$ cat config.mk
export PLATFORM = sky130hd
export DESIGN_NAME = mcts_top
export DESIGN_NICKNAME = d
export VERILOG_FILES = /design/src/inc/mcts_pkg.sv /design/src/hw/mcts_div.sv /design/src/hw/mcts_top.sv
export SDC_FILE = /design/constraint.sdc
export NUM_CORES = 1
export LEC_CHECK = 0
export ABC_CLOCK_PERIOD_IN_PS = 1900
export BUFFER_PORTS_ARGS = -buffer_cell sky130_fd_sc_hd__buf_2
export CORE_UTILIZATION = 46
export DETAILED_ROUTE_END_ITERATION = 10
export PLACE_DENSITY_LB_ADDON = 0.2
export REMOVE_ABC_BUFFERS = 1
export SYNTH_ARGS = -nofsm -noshare
export SYNTH_HDL_FRONTEND = slang
export SYNTH_SLANG_ARGS = --single-unit
$ cat constraint.sdc
create_clock -name core_clk_in -period 1.9 [get_ports core_clk_in]
set_input_delay 0.19 -clock core_clk_in [delete_from_list [all_inputs] [get_ports core_clk_in]]
set_output_delay 0.19 -clock core_clk_in [all_outputs]
set_load 0.02 [all_outputs]
$ cat src/inc/mcts_pkg.sv
// Purpose: Shared constants and types of the main clock and tick controller
// Assumes: One 8-bit control/status register plus interrupt and mode registers
// Notes: Register indices are word indices; byte address is four times the index
package mcts_pkg;

  // Avalon-MM geometry
  localparam int unsigned ADDR_W = 8;
  localparam int unsigned IDX_W = 6;
  localparam int unsigned DATA_W = 32;
  localparam int unsigned BE_W = 4;
  localparam logic [1:0] ADDR_LSB_ZERO = 2'h0;

  // Register indices
  localparam logic [IDX_W-1:0] CSR_IDX = 6'h2e;
  localparam logic [IDX_W-1:0] IRQ_STAT_IDX = 6'h31;
  localparam logic [IDX_W-1:0] IRQ_CLR_IDX = 6'h32;
  localparam logic [IDX_W-1:0] IRQ_EN_IDX = 6'h33;
  localparam logic [IDX_W-1:0] PMODE_IDX = 6'h34;

  // Control/status register layout, high bit first
  typedef struct packed {
    logic       clock_out_enable;
    logic [1:0] cpu_slow_divider_select;
    logic       slow_mode_select;
    logic [1:0] time_base_select;
    logic       tick_interrupt_enable;
    logic       tick_flag;
  } mcts_csr_t;

  localparam logic [7:0] CSR_RST = 8'h00;

  // Interrupt status layout
  localparam int unsigned IRQ_W = 2;
  localparam int unsigned IRQ_TICK_BIT = 0;
  localparam int unsigned IRQ_WAKE_BIT = 1;
  localparam logic [IRQ_W-1:0] IRQ_RST = 2'h0;

  // CPU prescaler end-of-count values
  localparam int unsigned CPU_DIV_W = 4;
  localparam logic [CPU_DIV_W-1:0] CPU_DIV1_LIM = 4'h0;
  localparam logic [CPU_DIV_W-1:0] CPU_DIV2_LIM = 4'h1;
  localparam logic [CPU_DIV_W-1:0] CPU_DIV4_LIM = 4'h3;
  localparam logic [CPU_DIV_W-1:0] CPU_DIV8_LIM = 4'h7;
  localparam logic [CPU_DIV_W-1:0] CPU_DIV16_LIM = 4'hf;

  // Tick periods in oscillator cycles
  localparam int unsigned TICK_W = 18;
  localparam int unsigned TB0_CYC = 16000;
  localparam int unsigned TB1_CYC = 32000;
  localparam int unsigned TB2_CYC = 80000;
  localparam int unsigned TB3_CYC = 200000;

  // Power modes
  typedef enum logic [2:0] {
    PM_RUN  = 3'b000,
    PM_WAIT = 3'b001,
    PM_DEEP = 3'b010,
    PM_HALT = 3'b011,
    PM_AWU  = 3'b100
  } mcts_pmode_t;

  // Bus request bundle
  typedef struct packed {
    logic [ADDR_W-1:0] address;
    logic              read;
    logic              write;
    logic [DATA_W-1:0] writedata;
    logic [BE_W-1:0]   byteenable;
  } mcts_bus_req_t;

endpackage

$ cat src/hw/mcts_div.sv
// Purpose: Free-running divider that flags the last cycle of each count
// Assumes: Limit may change at any time; a count past it wraps at once
// Notes: Count holds while run_in is low
module mcts_div #(
  parameter int unsigned W = 4
) (
  input wire logic core_clk_in,
  input wire logic srst_in,
  input wire logic run_in,
  input wire logic [W-1:0] limit_in,
  output logic end_out
);

  logic [W-1:0] cnt_r;
  logic [W-1:0] cnt_nxt;

  assign end_out = run_in && (cnt_r >= limit_in);

  always_comb begin
    cnt_nxt = cnt_r;
    if (end_out) begin
      cnt_nxt = '0;
    end else if (run_in) begin
      cnt_nxt = cnt_r + W'(1);
    end
  end

  always_ff @(posedge core_clk_in) begin
    if (srst_in) begin
      cnt_r <= '0;
    end else begin
      cnt_r <= cnt_nxt;
    end
  end

endmodule // mcts_div

$ cat src/hw/mcts_top.sv
// Purpose: Main clock controller with CPU prescaler, clock-out and tick timer
// Assumes: core_clk_in is the oscillator clock; CPU mode strobes are on this clock
// Notes: The CPU clock leaves as a one-cycle enable per divided period
//
// Our own choice: the Avalon-MM slave port.
module mcts_top #(
  parameter int unsigned TB0_CYC = mcts_pkg::TB0_CYC,
  parameter int unsigned TB1_CYC = mcts_pkg::TB1_CYC,
  parameter int unsigned TB2_CYC = mcts_pkg::TB2_CYC,
  parameter int unsigned TB3_CYC = mcts_pkg::TB3_CYC
) (
  input wire logic core_clk_in,
  input wire logic srst_in,
  input wire logic [mcts_pkg::ADDR_W-1:0] avs_address_in,
  input wire logic avs_read_in,
  input wire logic avs_write_in,
  input wire logic [mcts_pkg::DATA_W-1:0] avs_writedata_in,
  input wire logic [mcts_pkg::BE_W-1:0] avs_byteenable_in,
  output logic [mcts_pkg::DATA_W-1:0] avs_readdata_out,
  output logic avs_waitrequest_out,
  input wire logic wait_exec_in,
  input wire logic halt_exec_in,
  input wire logic awu_halt_exec_in,
  input wire logic other_irq_in,
  input wire logic halt_wake_in,
  input wire logic gpio_pin_data_in,
  input wire logic gpio_pin_oe_in,
  output logic clk_pin_out,
  output logic clk_pin_oe_out,
  output logic cpu_clk_en_out,
  output logic periph_clk_en_out,
  output logic tick_req_out,
  output logic irq_out,
  output mcts_pkg::mcts_pmode_t power_mode_out
);

  // Bus request bundle
  mcts_pkg::mcts_bus_req_t req;
  assign req = '{address: avs_address_in, read: avs_read_in, write: avs_write_in,
                 writedata: avs_writedata_in, byteenable: avs_byteenable_in};

  // Registered state
  mcts_pkg::mcts_csr_t csr_r;
  mcts_pkg::mcts_csr_t csr_nxt;
  logic [1:0] active_tb_r;
  logic [1:0] active_tb_nxt;
  logic [mcts_pkg::IRQ_W-1:0] irq_stat_r;
  logic [mcts_pkg::IRQ_W-1:0] irq_stat_nxt;
  logic [mcts_pkg::IRQ_W-1:0] irq_en_r;
  logic [mcts_pkg::IRQ_W-1:0] irq_en_nxt;
  mcts_pkg::mcts_pmode_t mode_r;
  mcts_pkg::mcts_pmode_t mode_nxt;
  logic ack_r;
  logic ack_nxt;
  logic [mcts_pkg::DATA_W-1:0] rdata_r;
  logic [mcts_pkg::DATA_W-1:0] rdata_nxt;
  logic cpu_en_r;
  logic cpu_en_nxt;
  logic periph_en_r;
  logic periph_en_nxt;
  logic tick_req_r;
  logic tick_req_nxt;
  logic irq_r;
  logic irq_nxt;

  // Decode
  logic [mcts_pkg::IDX_W-1:0] idx;
  logic aligned;
  logic req_any;
  logic acc;
  logic wr_acc;
  logic rd_acc;
  logic csr_rd_clr;
  logic frozen;
  logic tick_run;
  logic core_run;
  logic cpu_end;
  logic tick_end;
  logic wake;
  logic [mcts_pkg::CPU_DIV_W-1:0] cpu_lim;
  logic [mcts_pkg::TICK_W-1:0] tick_lim;

  assign idx = req.address[mcts_pkg::ADDR_W-1:2];
  assign aligned = (req.address[1:0] == mcts_pkg::ADDR_LSB_ZERO);
  assign req_any = req.read || req.write;
  // Request completes on the edge where waitrequest is low
  assign acc = req_any && ack_r;
  assign wr_acc = acc && req.write && req.byteenable[0] && aligned;
  assign rd_acc = acc && req.read && aligned;
  // A read clears the flag only if the data it returns showed the flag set,
  // so a tick landing on the snapshot edge is not lost
  assign csr_rd_clr = rd_acc && !frozen && (idx == mcts_pkg::CSR_IDX) && rdata_r[0];
  assign avs_waitrequest_out = req_any && !ack_r;
  assign avs_readdata_out = rdata_r;

  // Bus writes and flag-clearing reads are ignored in deep sleep and both halts
  assign frozen = (mode_r == mcts_pkg::PM_DEEP) || (mode_r == mcts_pkg::PM_HALT) ||
                  (mode_r == mcts_pkg::PM_AWU);
  assign tick_run = (mode_r != mcts_pkg::PM_HALT) && (mode_r != mcts_pkg::PM_AWU);
  assign core_run = tick_run;

  // CPU prescaler limit
  always_comb begin
    cpu_lim = mcts_pkg::CPU_DIV1_LIM;
    if (csr_r.slow_mode_select) begin
      unique case (csr_r.cpu_slow_divider_select)
        2'b00: cpu_lim = mcts_pkg::CPU_DIV2_LIM;
        2'b01: cpu_lim = mcts_pkg::CPU_DIV4_LIM;
        2'b10: cpu_lim = mcts_pkg::CPU_DIV8_LIM;
        2'b11: cpu_lim = mcts_pkg::CPU_DIV16_LIM;
      endcase
    end
  end

  // Tick limit follows the latched time base, not the live field
  always_comb begin
    unique case (active_tb_r)
      2'b00: tick_lim = mcts_pkg::TICK_W'(TB0_CYC - 1);
      2'b01: tick_lim = mcts_pkg::TICK_W'(TB1_CYC - 1);
      2'b10: tick_lim = mcts_pkg::TICK_W'(TB2_CYC - 1);
      2'b11: tick_lim = mcts_pkg::TICK_W'(TB3_CYC - 1);
    endcase
  end

  // Separate counters so no function limits another
  mcts_div #(
    .W(mcts_pkg::CPU_DIV_W)
  ) u_cpu_div (
    .core_clk_in(core_clk_in),
    .srst_in(srst_in),
    .run_in(core_run),
    .limit_in(cpu_lim),
    .end_out(cpu_end)
  );

  mcts_div #(
    .W(mcts_pkg::TICK_W)
  ) u_tick_div (
    .core_clk_in(core_clk_in),
    .srst_in(srst_in),
    .run_in(tick_run),
    .limit_in(tick_lim),
    .end_out(tick_end)
  );

  // Time base latch
  always_comb begin
    active_tb_nxt = active_tb_r;
    if (tick_end) begin
      active_tb_nxt = csr_r.time_base_select;
    end
  end

  // Control/status register
  always_comb begin
    csr_nxt = csr_r;
    if (wr_acc && !frozen && (idx == mcts_pkg::CSR_IDX)) begin
      csr_nxt.clock_out_enable = req.writedata[7];
      csr_nxt.cpu_slow_divider_select = req.writedata[6:5];
      csr_nxt.slow_mode_select = req.writedata[4];
      csr_nxt.time_base_select = req.writedata[3:2];
      csr_nxt.tick_interrupt_enable = req.writedata[1];
    end
    if (csr_rd_clr) begin
      csr_nxt.tick_flag = 1'b0;
    end
    if (tick_end) begin
      csr_nxt.tick_flag = 1'b1;
    end
  end

  // Interrupt status, clear and enable
  always_comb begin
    irq_stat_nxt = irq_stat_r;
    irq_en_nxt = irq_en_r;
    if (wr_acc && !frozen && (idx == mcts_pkg::IRQ_CLR_IDX)) begin
      irq_stat_nxt = irq_stat_r & ~req.writedata[mcts_pkg::IRQ_W-1:0];
    end
    if (wr_acc && !frozen && (idx == mcts_pkg::IRQ_EN_IDX)) begin
      irq_en_nxt = req.writedata[mcts_pkg::IRQ_W-1:0];
    end
    if (tick_end) begin
      irq_stat_nxt[mcts_pkg::IRQ_TICK_BIT] = 1'b1;
    end
    if (wake) begin
      irq_stat_nxt[mcts_pkg::IRQ_WAKE_BIT] = 1'b1;
    end
  end

  // Power mode sequencing
  always_comb begin
    mode_nxt = mode_r;
    wake = 1'b0;
    unique case (mode_r)
      mcts_pkg::PM_RUN: begin
        if (halt_exec_in) begin
          mode_nxt = csr_r.tick_interrupt_enable ? mcts_pkg::PM_DEEP : mcts_pkg::PM_HALT;
        end else if (awu_halt_exec_in) begin
          mode_nxt = mcts_pkg::PM_AWU;
        end else if (wait_exec_in) begin
          mode_nxt = mcts_pkg::PM_WAIT;
        end
      end
      mcts_pkg::PM_WAIT: begin
        wake = tick_req_r || other_irq_in;
      end
      mcts_pkg::PM_DEEP: begin
        wake = tick_req_r || halt_wake_in;
      end
      // A pending tick request stays pending through either halt
      mcts_pkg::PM_HALT, mcts_pkg::PM_AWU: begin
        wake = halt_wake_in;
      end
      default: begin
        mode_nxt = mcts_pkg::PM_RUN;
      end
    endcase
    if (wake) begin
      mode_nxt = mcts_pkg::PM_RUN;
    end
  end

  // Bus answer: one wait cycle, data ready when waitrequest drops
  always_comb begin
    ack_nxt = req_any && !ack_r;
    rdata_nxt = rdata_r;
    if (req.read && !ack_r) begin
      rdata_nxt = '0;
      if (aligned) begin
        unique case (idx)
          mcts_pkg::CSR_IDX: rdata_nxt[7:0] = csr_r;
          mcts_pkg::IRQ_STAT_IDX: rdata_nxt[mcts_pkg::IRQ_W-1:0] = irq_stat_r;
          mcts_pkg::IRQ_EN_IDX: rdata_nxt[mcts_pkg::IRQ_W-1:0] = irq_en_r;
          mcts_pkg::PMODE_IDX: rdata_nxt[2:0] = mode_r;
          default: rdata_nxt = '0;
        endcase
      end
    end
  end

  // Output enables and requests; both clock enables follow the next mode,
  // so the peripheral pulse never lags the CPU pulse across a wake
  always_comb begin
    cpu_en_nxt = cpu_end && (mode_nxt == mcts_pkg::PM_RUN);
    periph_en_nxt = cpu_end && ((mode_nxt == mcts_pkg::PM_RUN) || (mode_nxt == mcts_pkg::PM_WAIT));
    tick_req_nxt = csr_nxt.tick_flag && csr_nxt.tick_interrupt_enable;
    irq_nxt = |(irq_stat_nxt & irq_en_nxt);
  end

  // Clock-out pin, shared with general-purpose use
  assign clk_pin_out = csr_r.clock_out_enable ? core_clk_in : gpio_pin_data_in;
  assign clk_pin_oe_out = csr_r.clock_out_enable || gpio_pin_oe_in;

  assign cpu_clk_en_out = cpu_en_r;
  assign periph_clk_en_out = periph_en_r;
  assign tick_req_out = tick_req_r;
  assign irq_out = irq_r;
  assign power_mode_out = mode_r;

  always_ff @(posedge core_clk_in) begin
    if (srst_in) begin
      csr_r <= mcts_pkg::CSR_RST;
      active_tb_r <= 2'h0;
      irq_stat_r <= mcts_pkg::IRQ_RST;
      irq_en_r <= mcts_pkg::IRQ_RST;
      mode_r <= mcts_pkg::PM_RUN;
      ack_r <= 1'b0;
      rdata_r <= '0;
      cpu_en_r <= 1'b0;
      periph_en_r <= 1'b0;
      tick_req_r <= 1'b0;
      irq_r <= 1'b0;
    end else begin
      csr_r <= csr_nxt;
      active_tb_r <= active_tb_nxt;
      irq_stat_r <= irq_stat_nxt;
      irq_en_r <= irq_en_nxt;
      mode_r <= mode_nxt;
      ack_r <= ack_nxt;
      rdata_r <= rdata_nxt;
      cpu_en_r <= cpu_en_nxt;
      periph_en_r <= periph_en_nxt;
      tick_req_r <= tick_req_nxt;
      irq_r <= irq_nxt;
    end
  end

endmodule // mcts_top

==> impl_metrics.env, run 1 <==
export IMPL_clkLatencyLatePin_ps=410
export IMPL_row_count=28
export IMPL_start_util_pct=48.03
export IMPL_worst_pin_slew_ps=581.3
export IMPL_start_kind="register"
export IMPL_synth_area_top_cells="dfxtp_1 (36%), ha_1 (7.0%), buf_4 (6.6%)"
export IMPL_yosys_warnings=0
export IMPL_viasPerCell=5.372
export IMPL_intPower_mw=1.724
export IMPL_drv_slew=0
export IMPL_grt_pass1_wl_mm=10.34
export IMPL_track_usage_pct=20.38
export IMPL_crit_required_ps=2190
export IMPL_crit_fanout=4
export IMPL_p_per_area_nw_per_um2=658.3
export IMPL_drtIter0Drc=124
export IMPL_timing_fmax_mhz=508.7
export IMPL_irDropWorstVdd_v=0.0003838
export IMPL_cp_data_arrival_time_ps=2260
export IMPL_firstDrtPassIters=4
export IMPL_ant_nets=0
export IMPL_p_sw_share_pct=28.24
export IMPL_grt_max_degree=25
export IMPL_final_area_um2=3650
export IMPL_cts_hold_fix_buffers=0
export IMPL_fin_crit_ps=1966
export IMPL_power_frac_clock_pct=34.3
export IMPL_final_common_cell="dfxtp_1"
export IMPL_p_switching_mw=0.6786
export IMPL_die_h_um=80.86
export IMPL_drive_gt1_share_pct=32.27
export IMPL_netlist_cell_type_count=54
export IMPL_end_kind="register"
export IMPL_fp_dieW_um=80.86
export IMPL_diodes=0
export IMPL_synth_edf_count=0
export IMPL_synthesis_area_um2=2860
export IMPL_synth_top_area_cell="dfxtp_1"
export IMPL_drt_wl_total_mm=6.914
export IMPL_grt_setup_unrepaired="true"
export IMPL_fill_cells=535
export IMPL_ys_ff_latch=52
export IMPL_vias=2600
export IMPL_cts_tree="yes"
export IMPL_layout_setup_ws_ps=-65.68
export IMPL_io_buffer_count=45
export IMPL_synth_top_area_share_pct=36.40
export IMPL_avgSynthCellArea_um2=8.589
export IMPL_async_reset_ff_share_pct=0
export IMPL_relSlewSlack_pct=60.89
export IMPL_critPathKind="reg2reg"
export IMPL_r2r_start="active_tb_r[1]"
export IMPL_seq_area_frac_synth_pct=36.40
export IMPL_post_place_ws_ps=-129.3
export IMPL_wire_per_inst_um=14.29
export IMPL_grt_overflow=0
export IMPL_critPathLaunch="active_tb_r[1]"
export IMPL_hpwl_mm=4.676
export IMPL_seq_power_share_pct=48.8
export IMPL_boundaryPins=97
export IMPL_areaGrowthSynthToFinish_pct=27.60
export IMPL_status="complete, but fails checks"
export IMPL_layout_nets=479
export IMPL_core_area_um2=5956
export IMPL_grt_antenna_before_repair=0
export IMPL_cap_violations=0
export IMPL_min_from="avs_writedata_in[7]"
export IMPL_dieArea_um2=6538
export IMPL_finalHoldViolations=0
export IMPL_place_congestion=0.7970
export IMPL_clock_skew_ps=8.863
export IMPL_synth_flop_cell="dfxtp_1"
export IMPL_drc_errors=0
export IMPL_timing_hold_ws_ps=19.35
export IMPL_combPwrFrac_pct=17.0
export IMPL_violations="setup timing"
export IMPL_syn_inst=333
export IMPL_clk_pin_slew_ps=90
export IMPL_post_dp_cell_area_um2=3242
export IMPL_mostFrequentLayoutCells="dfxtp_1 (49), buf_2 (45), nor2_1 (40), nand2_1 (26)"
export IMPL_hp_class="in2reg"
export IMPL_setup_viol=4
export IMPL_p_leak_nw=1.560
export IMPL_grt_pass1_vias=2345
export IMPL_post_route_period_util_pct=103.5
-- critical path, stage by stage, from the launching register on --
cell,delay (ps)
dfxtp_4,380
or2_4,270
ha_4,240
a21oi_2,150
o21ai_2,90
buf_4,140
o211a_4,240
buf_6,120
o21ai_1,160
a21oi_2,70
-- power groups by stage --
stage          Clock (mW)  Sequential (mW)  Combinational, mW
2_1_floorplan     0.00291             1.22              0.213
3_3_place_gp      0.00372             1.19              0.389
3_5_place_dp      0.00372             1.20              0.392
4_1_cts             0.838             1.17              0.395
5_1_grt             0.895             1.18              0.452
6_report            0.823             1.17              0.408
-- per-layer routing --
metal	GRT usage [%]	vias up	share of wire, %
li1	-	1273	-
met1	25.36	1236	44
met2	34.20	77	50
met3	4.270	14	3.9
met4	8.036	0	2.2
met5	0	-	0
-- cell usage after synthesis (all sizes together) (2+ instances only) --
library cell and n:
xor2 3, a21o 3, xnor2 17, nor3 8, nand2 30, o211ai 2, inv 10, o21ai 8
a22o 3, nor2b 3, a21oi 17, o21a 2, nand4 7, ha 16, and3 3, and2 5
o41ai 2, and4 2, buf 29, a22oi 5, nor4 9, nand2b 4, or3b 2, nand3 11
clkbuf 5, mux2i 11, nor3b 3, nor2 43, dfxtp 52, or2 2
-- kinds of logic after synthesis --
| family | count (synthesis) | synth area share [%] |
|---|---|---|
| AND/OR/NAND/NOR | 137 | 24.85 |
| AO/OA/AOI/OAI | 51 | 12.03 |
| flip-flops | 52 | 36.40 |
| multiplexers | 12 | 4.243 |
| other | 1 | 0.1311 |
| buffers and inverters | 44 | 9.230 |
| adder cells (fa/ha/maj) | 16 | 6.999 |
| XOR/XNOR | 20 | 6.124 |
-- per-stage QoR --
step | power (mW) | cells | TNS (ps) | utilization (%)
finish | 2.403 | 484 | -141.9 | 61.28
global route | 2.526 | 484 | -1235 | 61.28
CTS | 2.403 | 481 | -100.2 | 58.07
detailed placement | 1.592 | 469 | -608.9 | 54.43
global placement | 1.586 | 469 | -321.0 | 54.43
floorplan | 1.434 | 322 | -3252 | -
-- layout make-up --
class	count	area [um^2]	share of cell area [%]
Clock inverter	1	7.507	0.2057
Inverter	10	37.54	1.028
Clock buffer	11	132.6	3.634
Multi-Input combinational cell	260	1849	50.67
Timing Repair Buffer	75	479.2	13.13
Sequential cell	52	1050	28.76
Tap cell	75	93.84	2.571
-- state kept, by name, indices dropped and copies added (netlist names) --
| register | flops |
|---|---|
| ack_r | 1 |
| active_tb_r | 2 |
| avs_readdata_out | 8 |
| cpu_clk_en_out | 1 |
| csr_r | 8 |
| irq_en_r | 2 |
| irq_out | 1 |
| irq_stat_r | 2 |
| periph_clk_en_out | 1 |
| power_mode_out | 3 |
| tick_req_out | 1 |
| u_cpu_div.cnt_r | 4 |
| u_tick_div.cnt_r | 18 |
-- path summary, 6_finish.rpt --
kind | endpoint | slack [ps] | cells after the start
worst min-delay path | csr_r[7] | 20 | 3
worst max register to register | active_tb_r[1] | -70 | 9
worst max-delay path | active_tb_r[1] | -70 | 9
worst min register to register | avs_readdata_out[1] | 460 | 2
-- repair_timing --
action | 4_1_cts | 5_1_grt
pin swaps | 8 | 14
buffers inserted | 1 | 3
endpoints found under the setup margin | 22 | 31
resized for setup | 16 | 39
No activity file was read; power rests on OpenSTA's default activity.
==> run 2, diff against run 1 <==
- CORE_UTILIZATION: 46 -> 49
- CTS_BUF_LIST: default -> sky130_fd_sc_hd__clkbuf_2
- SYNTH_HIERARCHICAL: default -> 1
==> run 2 against run 1 <==
  * The run still ends with setup timing left
  * Routed wire length grew 12%
  * Die area grew 10%
  * Sequential power is essentially flat
  * Cell area grew 17%
  * Synthesized cell count rose by 12%
  * Clock power down 37%
  * Cell count rose by 15%
  * Non-clock buffer count is 29 higher
  * Critical path type unchanged
  * Largest cell class unchanged
  * Largest power group unchanged
==> impl_metrics.env, run 2 <==
export IMPL_viasPerCell=5.290
export IMPL_dieArea_um2=7222
export IMPL_fp_dieW_um=84.99
export IMPL_io_buffer_count=45
export IMPL_finalHoldViolations=0
export IMPL_clock_skew_ps=32.74
export IMPL_cts_tree="yes"
export IMPL_drc_errors=0
export IMPL_final_common_cell="dfxtp_1"
export IMPL_layout_setup_ws_ps=-428.5
export IMPL_layout_nets=559
export IMPL_start_util_pct=51.96
export IMPL_row_count=29
export IMPL_areaGrowthSynthToFinish_pct=26.21
export IMPL_firstDrtPassIters=4
export IMPL_grt_pass1_wl_mm=12.87
export IMPL_violations="setup timing"
export IMPL_intPower_mw=1.482
export IMPL_r2r_slack_ps=-430
export IMPL_grt_max_degree=26
export IMPL_p_switching_mw=0.6832
export IMPL_synthesis_area_um2=3374
export IMPL_power_frac_clock_pct=24.0
export IMPL_wire_per_inst_um=13.91
export IMPL_irDropWorstVdd_v=0.0003051
export IMPL_async_reset_ff_share_pct=0
export IMPL_crit_required_ps=2340
export IMPL_drive_gt1_share_pct=34.10
export IMPL_die_h_um=84.99
export IMPL_post_place_ws_ps=-618.7
export IMPL_mostFrequentLayoutCells="dfxtp_1 (47), buf_2 (45), buf_4 (45), nor2_1 (32), conb_1 (32)"
export IMPL_grt_pass1_vias=2804
export IMPL_clk_pin_slew_ps=280
export IMPL_hpwl_mm=5.618
export IMPL_synth_most_common_cell="dfxtp_1"
export IMPL_core_area_um2=6495
export IMPL_cp_data_arrival_time_ps=2770
export IMPL_ant_nets=0
export IMPL_timing_hold_ws_ps=40.47
export IMPL_combPwrFrac_pct=22.8
export IMPL_avgSynthCellArea_um2=9.047
export IMPL_hp_class="in2reg"
export IMPL_crit_fanout=14
export IMPL_grt_setup_unrepaired="true"
export IMPL_fin_crit_ps=2329
export IMPL_critPathKind="reg2reg"
export IMPL_end_kind="register"
export IMPL_synth_edf_count=0
export IMPL_seq_area_frac_synth_pct=30.85
export IMPL_top_register="u_tick_div/cnt_r"
export IMPL_synth_top_area_share_pct=30.85
export IMPL_yosys_warnings=6
export IMPL_clkLatencyLatePin_ps=540
export IMPL_boundaryPins=97
export IMPL_p_sw_share_pct=31.55
export IMPL_status="complete, but fails checks"
export IMPL_start_kind="register"
export IMPL_setup_viol=24
export IMPL_synth_top_area_cell="dfxtp_1"
export IMPL_drtIter0Drc=115
export IMPL_p_leak_nw=1.947
export IMPL_synth_area_top_cells="dfxtp_1 (31%), ha_1 (8.9%), buf_4 (5.3%)"
export IMPL_drt_wl_total_mm=7.760
export IMPL_synth_flop_cell="dfxtp_1"
export IMPL_timing_fmax_mhz=429.5
export IMPL_grt_overflow=0
export IMPL_grt_antenna_before_repair=0
export IMPL_netlist_cell_type_count=67
export IMPL_place_congestion=0.8330
export IMPL_p_per_area_nw_per_um2=508.4
export IMPL_synthTopCellsByCount="dfxtp_1 (52), nor2_1 (33), inv_1 (27), buf_4 (24), ha_1 (24)"
export IMPL_ys_ff_latch=52
export IMPL_track_usage_pct=22.42
export IMPL_diodes=0
export IMPL_vias=2952
export IMPL_seq_power_share_pct=53.3
export IMPL_post_route_period_util_pct=122.6
export IMPL_drv_slew=0
export IMPL_cap_violations=0
export IMPL_largest_reg_flops=18
export IMPL_syn_inst=373
-- run 2: final cells by class --
cell class              instances  area (um^2)
fillers                       534         2236
multi-input cells             286         2222
flip-flops and latches         52         1052
repair buffers                104        720.7
inverters                      27        101.3
well taps                      77        96.34
clock buffers                  10        50.05
clock inverters                 2        16.27
-- run 2: path summary, 6_finish.rpt --
check                      startpoint              endpoint  cells after the start
setup / recovery       active_tb_r[1]  u_tick_div/cnt_r[17]                     10
hold / removal       awu_halt_exec_in     power_mode_out[2]                      3
setup reg to reg       active_tb_r[1]  u_tick_div/cnt_r[17]                     10
hold reg to reg   avs_readdata_out[0]   avs_readdata_out[0]                      2
-- run 2: cell families after synthesis --
family          Yosys count  share of synthesized area (%)
xor+xnor                 15                          3.893
flops                    52                          30.85
fa+ha+maj                24                          8.899
other cells               2                         0.2226
mux                      13                          3.930
buf+inv                  65                          10.68
simple gates            127                          22.58
compound gates           75                          18.95
-- run 2: timing repair --
action / CTS / global route
hold buffers: 12 / 0
gates resized for setup: 25 / 13
buffers inserted: 2 / 2
pin swaps: 17 / 7
endpoints found under the setup margin: 24 / 31
hold endpoints to repair: 13 / 0
-- run 2: stage by stage --
step                util [%]  area, um^2  power (mW)  TNS, ps  cells
global placement       59.99        3896       1.633    -9633    531
CTS                    64.48        4188       2.187    -7285    556
floorplan                  -        3228       1.442   -31220    365
detailed placement     59.99        3896       1.638   -11870    531
finish                 65.58        4259       2.165    -8719    558
global route           65.58        4259       2.291   -10560    558
-- run 2: power groups by stage --
stage / clock [mW] / combinational (mW) / sequential (mW)
global route: 0.586 / 0.545 / 1.16
global placement: 0.00372 / 0.455 / 1.17
floorplan: 0.00291 / 0.235 / 1.20
detailed placement: 0.00372 / 0.460 / 1.17
CTS: 0.542 / 0.492 / 1.15
finish: 0.519 / 0.493 / 1.15
-- run 2: per-layer routing --
layer  global-route usage, %  up-vias  routed length, um
li1                        -     1493                  -
met1                   28.01     1381               3631
met2                   38.12       68               3734
met3                   4.280       10                287
met4                   8.783        0                107
met5                       0        -                  0
-- run 2: worst max-delay path, stage by stage (launching register included) --
cell	delay [ps]
dfxtp_4	420
buf_4	140
nor2_4	100
inv_2	50
ha_4	210
and2_4	130
a221o_1	370
a211oi_4	290
o211ai_4	130
buf_6	190
a211oi_1	240
